`config.mk`:
```
export PLATFORM = sky130hd
export DESIGN_NAME = srap_top
export DESIGN_NICKNAME = d
export VERILOG_FILES = /design/src/logic/srap_pkg.sv /design/src/logic/srap_top.sv
export VERILOG_INCLUDE_DIRS = /design/src /design/src/logic
export SDC_FILE = /design/constraint.sdc
export NUM_CORES = 2
export LEC_CHECK = 0
export BUFFER_PORTS_ARGS = -buffer_cell sky130_fd_sc_hd__buf_2
export CAP_MARGIN = 15
export CORE_ASPECT_RATIO = 1.25
export CORE_MARGIN = 1.5
export CORE_UTILIZATION = 45
export CTS_CLUSTER_SIZE = 25
export DETAILED_ROUTE_END_ITERATION = 10
export GPL_TIMING_DRIVEN = 0
export PLACE_DENSITY_LB_ADDON = 0.12
export SLEW_MARGIN = 40
export SYNTH_ARGS = -nofsm -noshare
export SYNTH_HDL_FRONTEND = slang
export SYNTH_SLANG_ARGS = --single-unit
```
`constraint.sdc`:
```
create_clock -name CORE_CLK -period 5.36 [get_ports CORE_CLK]
set_input_delay 1.34 -clock CORE_CLK [delete_from_list [all_inputs] [get_ports CORE_CLK]]
set_output_delay 1.34 -clock CORE_CLK [all_outputs]
set_load 0.03 [all_outputs]
```
`src/logic/srap_defs.svh`:
```
// constants of the activate and read path
`ifndef SRAP_DEFS_SVH
`define SRAP_DEFS_SVH
`define SRAP_CLK_NS 40
`define SRAP_ROW_TO_COLUMN_DELAY_NS 20
`define SRAP_RCD_CYC ((`SRAP_ROW_TO_COLUMN_DELAY_NS+`SRAP_CLK_NS-1)/`SRAP_CLK_NS)
`define SRAP_BANK_TO_BANK_ACTIVATE_DELAY_NS 15
`define SRAP_RRD_CYC ((`SRAP_BANK_TO_BANK_ACTIVATE_DELAY_NS+`SRAP_CLK_NS-1)/`SRAP_CLK_NS)
`define SRAP_AP_BIT 10
`define SRAP_CMD_ACT 4'h3
`define SRAP_CMD_READ 4'h5
`define SRAP_CMD_WRITE 4'h4
`define SRAP_CMD_BST 4'h6
`define SRAP_CMD_PRE 4'h2
`define SRAP_BL_FULL 3'h7
`define SRAP_LAT2 2'h2
`define SRAP_LAT3 2'h3
`endif

```
`src/logic/srap_pkg.sv`:
```
// types of the activate and read path
package srap_pkg;
  typedef enum logic [1:0] {
    SRAP_ST_IDLE = 2'b01,
    SRAP_ST_BURST = 2'b10
  } srap_state_t;
endpackage

```
`src/logic/srap_top.sv`:
```
// activate and read path of a four-bank synchronous dram, with its read fifo
`timescale 1ns/1ns
`default_nettype none
`include "srap_defs.svh"

module srap_fifo #(
  parameter int W = 16,
  parameter int D = 8
) (
  input wire logic clk,
  input wire logic rst,
  input wire logic flush,
  input wire logic in_valid,
  output logic in_ready,
  input wire logic [W-1:0] in_data,
  output logic out_valid,
  input wire logic out_ready,
  output logic [W-1:0] out_data
);
  localparam int AW = $clog2(D);
  logic [W-1:0] mem_r [D];
  logic [AW-1:0] wp_r;
  logic [AW-1:0] rp_r;
  logic [AW:0] cnt_r;
  logic push;
  logic pop;
  assign in_ready = (cnt_r != (AW+1)'(D));
  assign out_valid = (cnt_r != '0);
  assign out_data = mem_r[rp_r];
  assign push = in_valid && in_ready && !flush;
  assign pop = out_valid && out_ready && !flush;
  always_ff @(posedge clk) begin
    if (push) begin
      mem_r[wp_r] <= in_data;
    end
  end
  always_ff @(posedge clk or posedge rst) begin
    if (rst) begin
      wp_r <= '0;
      rp_r <= '0;
      cnt_r <= '0;
    end else if (flush) begin
      wp_r <= '0;
      rp_r <= '0;
      cnt_r <= '0;
    end else begin
      if (push) begin
        wp_r <= (wp_r == AW'(D-1)) ? '0 : wp_r + 1'b1;
      end
      if (pop) begin
        rp_r <= (rp_r == AW'(D-1)) ? '0 : rp_r + 1'b1;
      end
      cnt_r <= cnt_r + (AW+1)'(push) - (AW+1)'(pop);
    end
  end
endmodule

module srap_top #(
  parameter int DW = 16,
  parameter int COLW = 4,
  parameter int DEPTH = 8
) (
  // clock and reset
  input wire logic CORE_CLK,
  input wire logic RST,
  // command pins
  input wire logic CS_N,
  input wire logic RAS_N,
  input wire logic CAS_N,
  input wire logic WE_N,
  input wire logic [1:0] BA,
  input wire logic [12:0] ADDR,
  input wire logic DQM,
  // data pins
  input wire logic [DW-1:0] DQ_I,
  output logic [DW-1:0] DQ_O,
  output logic DQ_OE,
  // configuration
  input wire logic [1:0] READ_LATENCY_SETTING,
  input wire logic [2:0] BURST_LEN,
  // array load port
  input wire logic LOAD_EN,
  input wire logic [COLW+1:0] LOAD_ADDR,
  input wire logic [DW-1:0] LOAD_DATA,
  // status
  output logic [3:0] BANK_OPEN,
  output logic CMD_ERR,
  output logic WR_INVALID,
  output logic WR_VALID,
  output logic [DW-1:0] WR_DATA
);
  localparam int PW = 4 + 2 + 13 + 1 + DW;
  logic [PW-1:0] s1_r;
  logic [PW-1:0] s2_r;
  logic [3:0] cmd;
  logic [1:0] bank;
  logic [12:0] addr;
  logic dqm_s;
  logic [DW-1:0] dq_s;
  logic act, rd, wr, bst, pre;
  logic [3:0] open_r;
  logic [1:0] rcd_r [4];
  logic [1:0] rrd_r;
  logic [DW-1:0] mem_r [4*(2**COLW)];
  srap_pkg::srap_state_t st_r;
  logic [1:0] bank_r;
  logic [COLW-1:0] col_r;
  logic [8:0] left_r;
  logic ap_r;
  logic full_r;
  logic [8:0] len;
  logic brk, last, push_req, push, ap_now;
  logic [1:0] cur_bank;
  logic [COLW-1:0] cur_col;
  logic f_ready, f_valid, pop;
  logic [DW-1:0] f_data;
  logic [1:0] due_r;
  logic dqm_d1_r;
  logic pend;

  // two flip-flops on every command, mask and data pin
  always_ff @(posedge CORE_CLK or posedge RST) begin
    if (RST) begin
      s1_r <= '0;
      s2_r <= '0;
    end else begin
      s1_r <= {CS_N, RAS_N, CAS_N, WE_N, BA, ADDR, DQM, DQ_I};
      s2_r <= s1_r;
    end
  end
  assign {cmd, bank, addr, dqm_s, dq_s} = s2_r;

  assign act = (cmd == `SRAP_CMD_ACT);
  assign rd = (cmd == `SRAP_CMD_READ);
  assign wr = (cmd == `SRAP_CMD_WRITE);
  assign bst = (cmd == `SRAP_CMD_BST);
  assign pre = (cmd == `SRAP_CMD_PRE);

  assign ap_now = rd ? addr[`SRAP_AP_BIT] : ap_r;
  assign cur_bank = rd ? bank : bank_r;
  assign cur_col = rd ? addr[COLW-1:0] : col_r;
  assign len = 9'h001 << BURST_LEN[1:0];

  // terminate, precharge of the burst's bank or of all banks, or write stop the burst
  assign brk = bst || wr || (pre && (addr[`SRAP_AP_BIT] || bank == bank_r));
  assign push_req = rd || (st_r == srap_pkg::SRAP_ST_BURST && !brk);
  assign last = rd ? (len == 9'h001 && BURST_LEN != `SRAP_BL_FULL)
                   : (left_r == 9'h001 && !full_r);
  assign push = push_req && f_ready;

  // explicit and auto precharge close alike
  // bank open state, auto precharge closes at last element
  always_ff @(posedge CORE_CLK or posedge RST) begin
    if (RST) begin
      open_r <= '0;
    end else begin
      for (int b = 0; b < 4; b++) begin
        if (act && bank == 2'(b)) begin
          open_r[b] <= 1'b1;
        end else if (pre && (addr[`SRAP_AP_BIT] || bank == 2'(b))) begin
          open_r[b] <= 1'b0;
        end else if (push && last && ap_now && cur_bank == 2'(b)) begin
          open_r[b] <= 1'b0;
        end
      end
    end
  end
  assign BANK_OPEN = open_r;

  // row to column count per bank
  generate
    for (genvar g = 0; g < 4; g++) begin : g_rcd
      always_ff @(posedge CORE_CLK or posedge RST) begin
        if (RST) begin
          rcd_r[g] <= '0;
        end else if (act && bank == 2'(g)) begin
          rcd_r[g] <= 2'(`SRAP_RCD_CYC);
        end else if (rcd_r[g] != '0) begin
          rcd_r[g] <= rcd_r[g] - 1'b1;
        end
      end
    end
  endgenerate

  always_ff @(posedge CORE_CLK or posedge RST) begin
    if (RST) begin
      rrd_r <= '0;
    end else if (act) begin
      rrd_r <= 2'(`SRAP_RRD_CYC) - 1'b1;
    end else if (rrd_r != '0) begin
      rrd_r <= rrd_r - 1'b1;
    end
  end

  // misuse of bank state is flagged
  always_ff @(posedge CORE_CLK or posedge RST) begin
    if (RST) begin
      CMD_ERR <= 1'b0;
    end else begin
      CMD_ERR <= (act && (open_r[bank] || rrd_r != '0))
              || ((rd || wr) && (!open_r[bank] || rcd_r[bank] > 2'h1));
    end
  end

  // array storage
  always_ff @(posedge CORE_CLK) begin
    if (LOAD_EN) begin
      mem_r[LOAD_ADDR] <= LOAD_DATA;
    end
  end

  // a new read restarts the engine at once
  always_ff @(posedge CORE_CLK or posedge RST) begin
    if (RST) begin
      st_r <= srap_pkg::SRAP_ST_IDLE;
      bank_r <= '0;
      col_r <= '0;
      left_r <= '0;
      ap_r <= 1'b0;
      full_r <= 1'b0;
    end else begin
      if (rd) begin
        bank_r <= bank;
        ap_r <= addr[`SRAP_AP_BIT];
        full_r <= (BURST_LEN == `SRAP_BL_FULL);
        left_r <= len - 9'h001;
        col_r <= addr[COLW-1:0] + 1'b1;
      end else if (push) begin
        left_r <= left_r - 9'h001;
        col_r <= col_r + 1'b1;
      end
      unique case (st_r)
        srap_pkg::SRAP_ST_IDLE: begin
          if (rd && !last) begin
            st_r <= srap_pkg::SRAP_ST_BURST;
          end
        end
        srap_pkg::SRAP_ST_BURST: begin
          if (rd) begin
            st_r <= last ? srap_pkg::SRAP_ST_IDLE : srap_pkg::SRAP_ST_BURST;
          end else if (brk || (push && last)) begin
            st_r <= srap_pkg::SRAP_ST_IDLE;
          end
        end
        default: begin
          st_r <= srap_pkg::SRAP_ST_IDLE;
        end
      endcase
    end
  end

  // element fifo
  srap_fifo #(.W(DW), .D(DEPTH)) u_fifo (
    .clk(CORE_CLK),
    .rst(RST),
    .flush(wr),
    .in_valid(push_req),
    .in_ready(f_ready),
    .in_data(mem_r[{cur_bank, cur_col}]),
    .out_valid(f_valid),
    .out_ready(pop),
    .out_data(f_data)
  );

  // due markers time each element by the latency
  always_ff @(posedge CORE_CLK or posedge RST) begin
    if (RST) begin
      due_r <= '0;
    end else if (wr) begin
      due_r <= '0;
    end else begin
      due_r <= {due_r[0], push};
    end
  end
  assign pop = f_valid && !wr
            && (READ_LATENCY_SETTING == `SRAP_LAT3 ? due_r[1] : due_r[0]);

  // mask from two clocks before gates the buffers
  always_ff @(posedge CORE_CLK or posedge RST) begin
    if (RST) begin
      dqm_d1_r <= 1'b0;
    end else begin
      dqm_d1_r <= dqm_s;
    end
  end

  // drive only for a due element, back to back
  always_ff @(posedge CORE_CLK or posedge RST) begin
    if (RST) begin
      DQ_O <= '0;
      DQ_OE <= 1'b0;
    end else begin
      if (pop) begin
        DQ_O <= f_data;
      end
      DQ_OE <= pop && !dqm_d1_r;
    end
  end

  // write over pending read without mask is invalid
  assign pend = f_valid || (due_r != '0) || DQ_OE;
  always_ff @(posedge CORE_CLK or posedge RST) begin
    if (RST) begin
      WR_INVALID <= 1'b0;
    end else begin
      WR_INVALID <= wr && pend && !dqm_d1_r;
    end
  end

  // write data mask with no latency
  always_ff @(posedge CORE_CLK or posedge RST) begin
    if (RST) begin
      WR_VALID <= 1'b0;
      WR_DATA <= '0;
    end else begin
      WR_VALID <= wr && !dqm_s;
      if (wr && !dqm_s) begin
        WR_DATA <= dq_s;
      end
    end
  end
endmodule
`default_nettype wire

```
==> flow_summary.ini <==
[global_route]
grt_pass1_wl_um = 220800
grt.overflow.total = 0
grt_max_degree = 75
grt_pass1_vias = 29840
antenna_found_initial = 10
track_usage_pct = 28.10

[detailed_routing]
routed_wl_um = 158000
viasPerCell = 5.860
vias = 30750
dr.pass1.iters = 7
drc_errors = 0
postRouteAntennaNets = 0
wl_per_cell_um = 30.11
drtIter0Drc = 3537

[worst_setup_path]
crit_arrival_ps = 4930
startpoint_type = register
cp_slowest_cell = clkbuf_1
cp_slowest_stage_delay_ps = 710
worst-endpoint-required_ps = 5620
worstSetupPathType = register to register
crit_path_max_fanout = 10
cp-end-kind = register
crit_top_cell = a31oi_1
cp_cell_sequence = and4bb_1, buf_4, nand3_1, nand2_1, buf_2, clkbuf_2, clkbuf_1, a31oi_1, a31oi_1, nand4_1

[sta]
fin_crit_sh_pct = 87.11
hold_violations = 0
setup_violations = 0
slew-limit-headroom_pct = 38.68
skew_ps = 35.30
worst_pin_slew_ps = 919.8
slew_viol_final = 0
max_freq_ghz = 0.2142
fin_ws_ps = 690.8
period_minus_slack_ps = 4669
rsz0062_at_grt = no
fin_tns_setup_ps = 0

[logic_synthesis]
ys_seq_area_share_pct = 76.37
synth_flop_cell = edfxtp_1
synth-seq-cells = 1290
avgSynthCellArea_um2 = 14.80
synth_area_um2 = 49820
synth-edff-count = 1152
ys_async_sr_fraction_pct = 10.70
yosys_warnings = 0
syn_nets = 3455
synth_cell_types = 48
synthCells = 3367

[final_layout]
n_fill_cell = 9026
seqCellArea_um2 = 38050
drive_above_1_share_pct = 16.29
syn_to_final_growth_pct = 17.49
multi_input_area_um2 = 11340
final_nets = 3782

[clocking]
htreeDepth = 4
cts_tree = yes
cts_resized = 0
clkLatencyLatePin_ps = 780
clk_pin_slew_ps = 60
clockRootBuffer = clkbuf_16
clock-sinks = 1290
cts_buffers = 131
cts_setup_buffers = 0
cts_max_path_buffers = 3
ctsHoldBuffers = 0

[placement]
pre_cts_slack_ps = 932.6
gp_congestion = 0.9039
io_buffers = 94
dp_hpwl_um = 107200

[pwr]
p_leak_nw = 20.48
p_per_area_nw_per_um2 = 503.2
power.switching_w = 0.01046
p_sw_share_pct = 35.53
p_int_w = 0.01899
clkPwrFrac_pct = 30.5
vdd_drop_max_v = 0.0003778
comb_power_share_pct = 29.3
finalPower_w = 0.02945
pwr-share-seq_pct = 40.2

[flow_run]
max-cap-violations = 0

[run_status]
status = finished, final reports clean

[floorplan]
die_x_um = 300.6
die_h_um = 375.0
ios = 106
core_um2 = 109900
start_util_pct = 45.32
rows = 136
die_area_um2 = 112700

[hold_path]
min_path_type = register to register
==> worst max-delay path, delay by kind of cell (launching register included) <==
kind	cells	cell delay (ps)
compound gates	2	730
buf+inv	4	1780
simple gates	4	1210
flops	1	420
==> kinds of logic (layout without fill, tap and decap cells) <==
logic type / count (synthesis) / after routing / synth area share [%]
AOI/OAI and AO/OA: 383 / 383 / 5.382
xor gates and xnor gates: 22 / 22 / 0.3867
adders and majority gates: 22 / 22 / 0.5676
buffers and inverters: 221 / 648 / 1.921
DFF: 1290 / 1290 / 76.37
muxes: 204 / 204 / 5.025
other: 0 / 4 / 0
and+or+nand+nor: 1225 / 1225 / 10.35
==> flip-flops by register name, indices dropped and copies added, names as in the netlist, 3 cells and up <==
register,count
rcd_r,8
col_r,4
BANK_OPEN,4
u_fifo.cnt_r,4
WR_DATA,16
s1_r,28
mem_r,1024
u_fifo.mem_r,128
s2_r,28
left_r,9
u_fifo.wp_r,3
DQ_O,16
u_fifo.rp_r,3
==> power by group through the flow <==
stage / sequential [W] / combinational (W) / clock, W
6_report: 0.0118 / 0.00862 / 0.00899
5_1_grt: 0.0119 / 0.00901 / 0.00946
4_1_cts: 0.0118 / 0.00853 / 0.00909
3_5_place_dp: 0.0121 / 0.00851 / 0
3_3_place_gp: 0.0121 / 0.00835 / 0
2_1_floorplan: 0.0122 / 0.00438 / 0
==> cell usage after synthesis, drive strengths merged, types with 5 or more instances <==
library cell	instances	area share (%)
mux4	34	1.5
xor2	16	0.28
a21oi	31	0.31
a32oi	129	2.3
inv	25	0.19
nor3b	5	0.075
nor3	10	0.10
dfrtp	137	6.9
a31oi	194	2.4
nor2	120	0.90
nand2b	10	0.13
buf	101	1.0
nand3b	8	0.12
nand3	143	1.4
nand4	18	0.23
clkbuf	95	0.72
mux2i	151	3.1
ha	21	0.53
and3	66	0.83
xnor2	6	0.11
nand2	823	6.2
edfxtp	1152	69
o21ai	15	0.15
and2	5	0.063
mux2	19	0.43
==> layout by cell type (no fill, tap or decap), types with 19 or more instances in the layout <==
| master | instances |
|---|---|
| buf_2 | 158 |
| clkbuf_2 | 20 |
| clkinv_1 | 29 |
| a31oi_1 | 194 |
| a21oi_1 | 31 |
| mux2i_1 | 150 |
| nor2_4 | 62 |
| mux4_2 | 34 |
| nand3_1 | 143 |
| nand2_1 | 823 |
| dfrtp_1 | 137 |
| clkbuf_1 | 100 |
| and3_1 | 66 |
| buf_16 | 29 |
| nor2_1 | 57 |
| mux2_2 | 19 |
| edfxtp_1 | 1152 |
| a32oi_1 | 129 |
| buf_8 | 29 |
| ha_1 | 21 |
| clkbuf_16 | 133 |
| inv_1 | 23 |
| buf_4 | 50 |
==> cell type report <==
type	instances	share of cell area (%)
Sequential cell	1290	65.00
Multi-Input combinational cell	1856	19.37
Clock buffer	161	5.906
Timing Repair Buffer	194	3.736
Tap cell	1449	3.097
Buffer	196	1.533
Clock inverter	72	1.167
Inverter	25	0.1731
Antenna cell	4	0.01710
==> metal layers <==
layer / vias to the layer above / wire length, µm / global-route usage, % / share of wire (%)
li1: 13340 / - / - / -
met1: 15580 / 59060 / 34.43 / 37
met2: 1461 / 76920 / 46.58 / 49
met3: 365 / 11820 / 5.474 / 7.5
met4: 8 / 10130 / 15.82 / 6.4
met5: - / 45 / 0 / 0.028
==> stage by stage <==
stage	util [%]	instance area, µm²	instances	hold slack [ps]
after floorplan	-	49820	3367	331.2
after global placement	47.40	52110	4910	331.4
after detailed placement	49.44	54340	5008	334.7
after CTS	53.20	58480	5241	348.4
after global routing	53.24	58530	5243	351.7
final	53.25	58540	5247	345.7
==> worst paths after layout <==
check,start,end,slack (ps),depth (start not counted)
worst max-delay path,s2_r[35],u_fifo.mem_r[6][4],690,10
min in group asynchronous,RST,s1_r[9],610,2
worst max register to register,s2_r[35],u_fifo.mem_r[6][4],690,10
max in group asynchronous,RST,DQ_O[4],4010,3
worst min register to register,s1_r[34],s2_r[34],350,0
worst min-delay path,s1_r[34],s2_r[34],350,0
(Power assumes the default switching activity.)
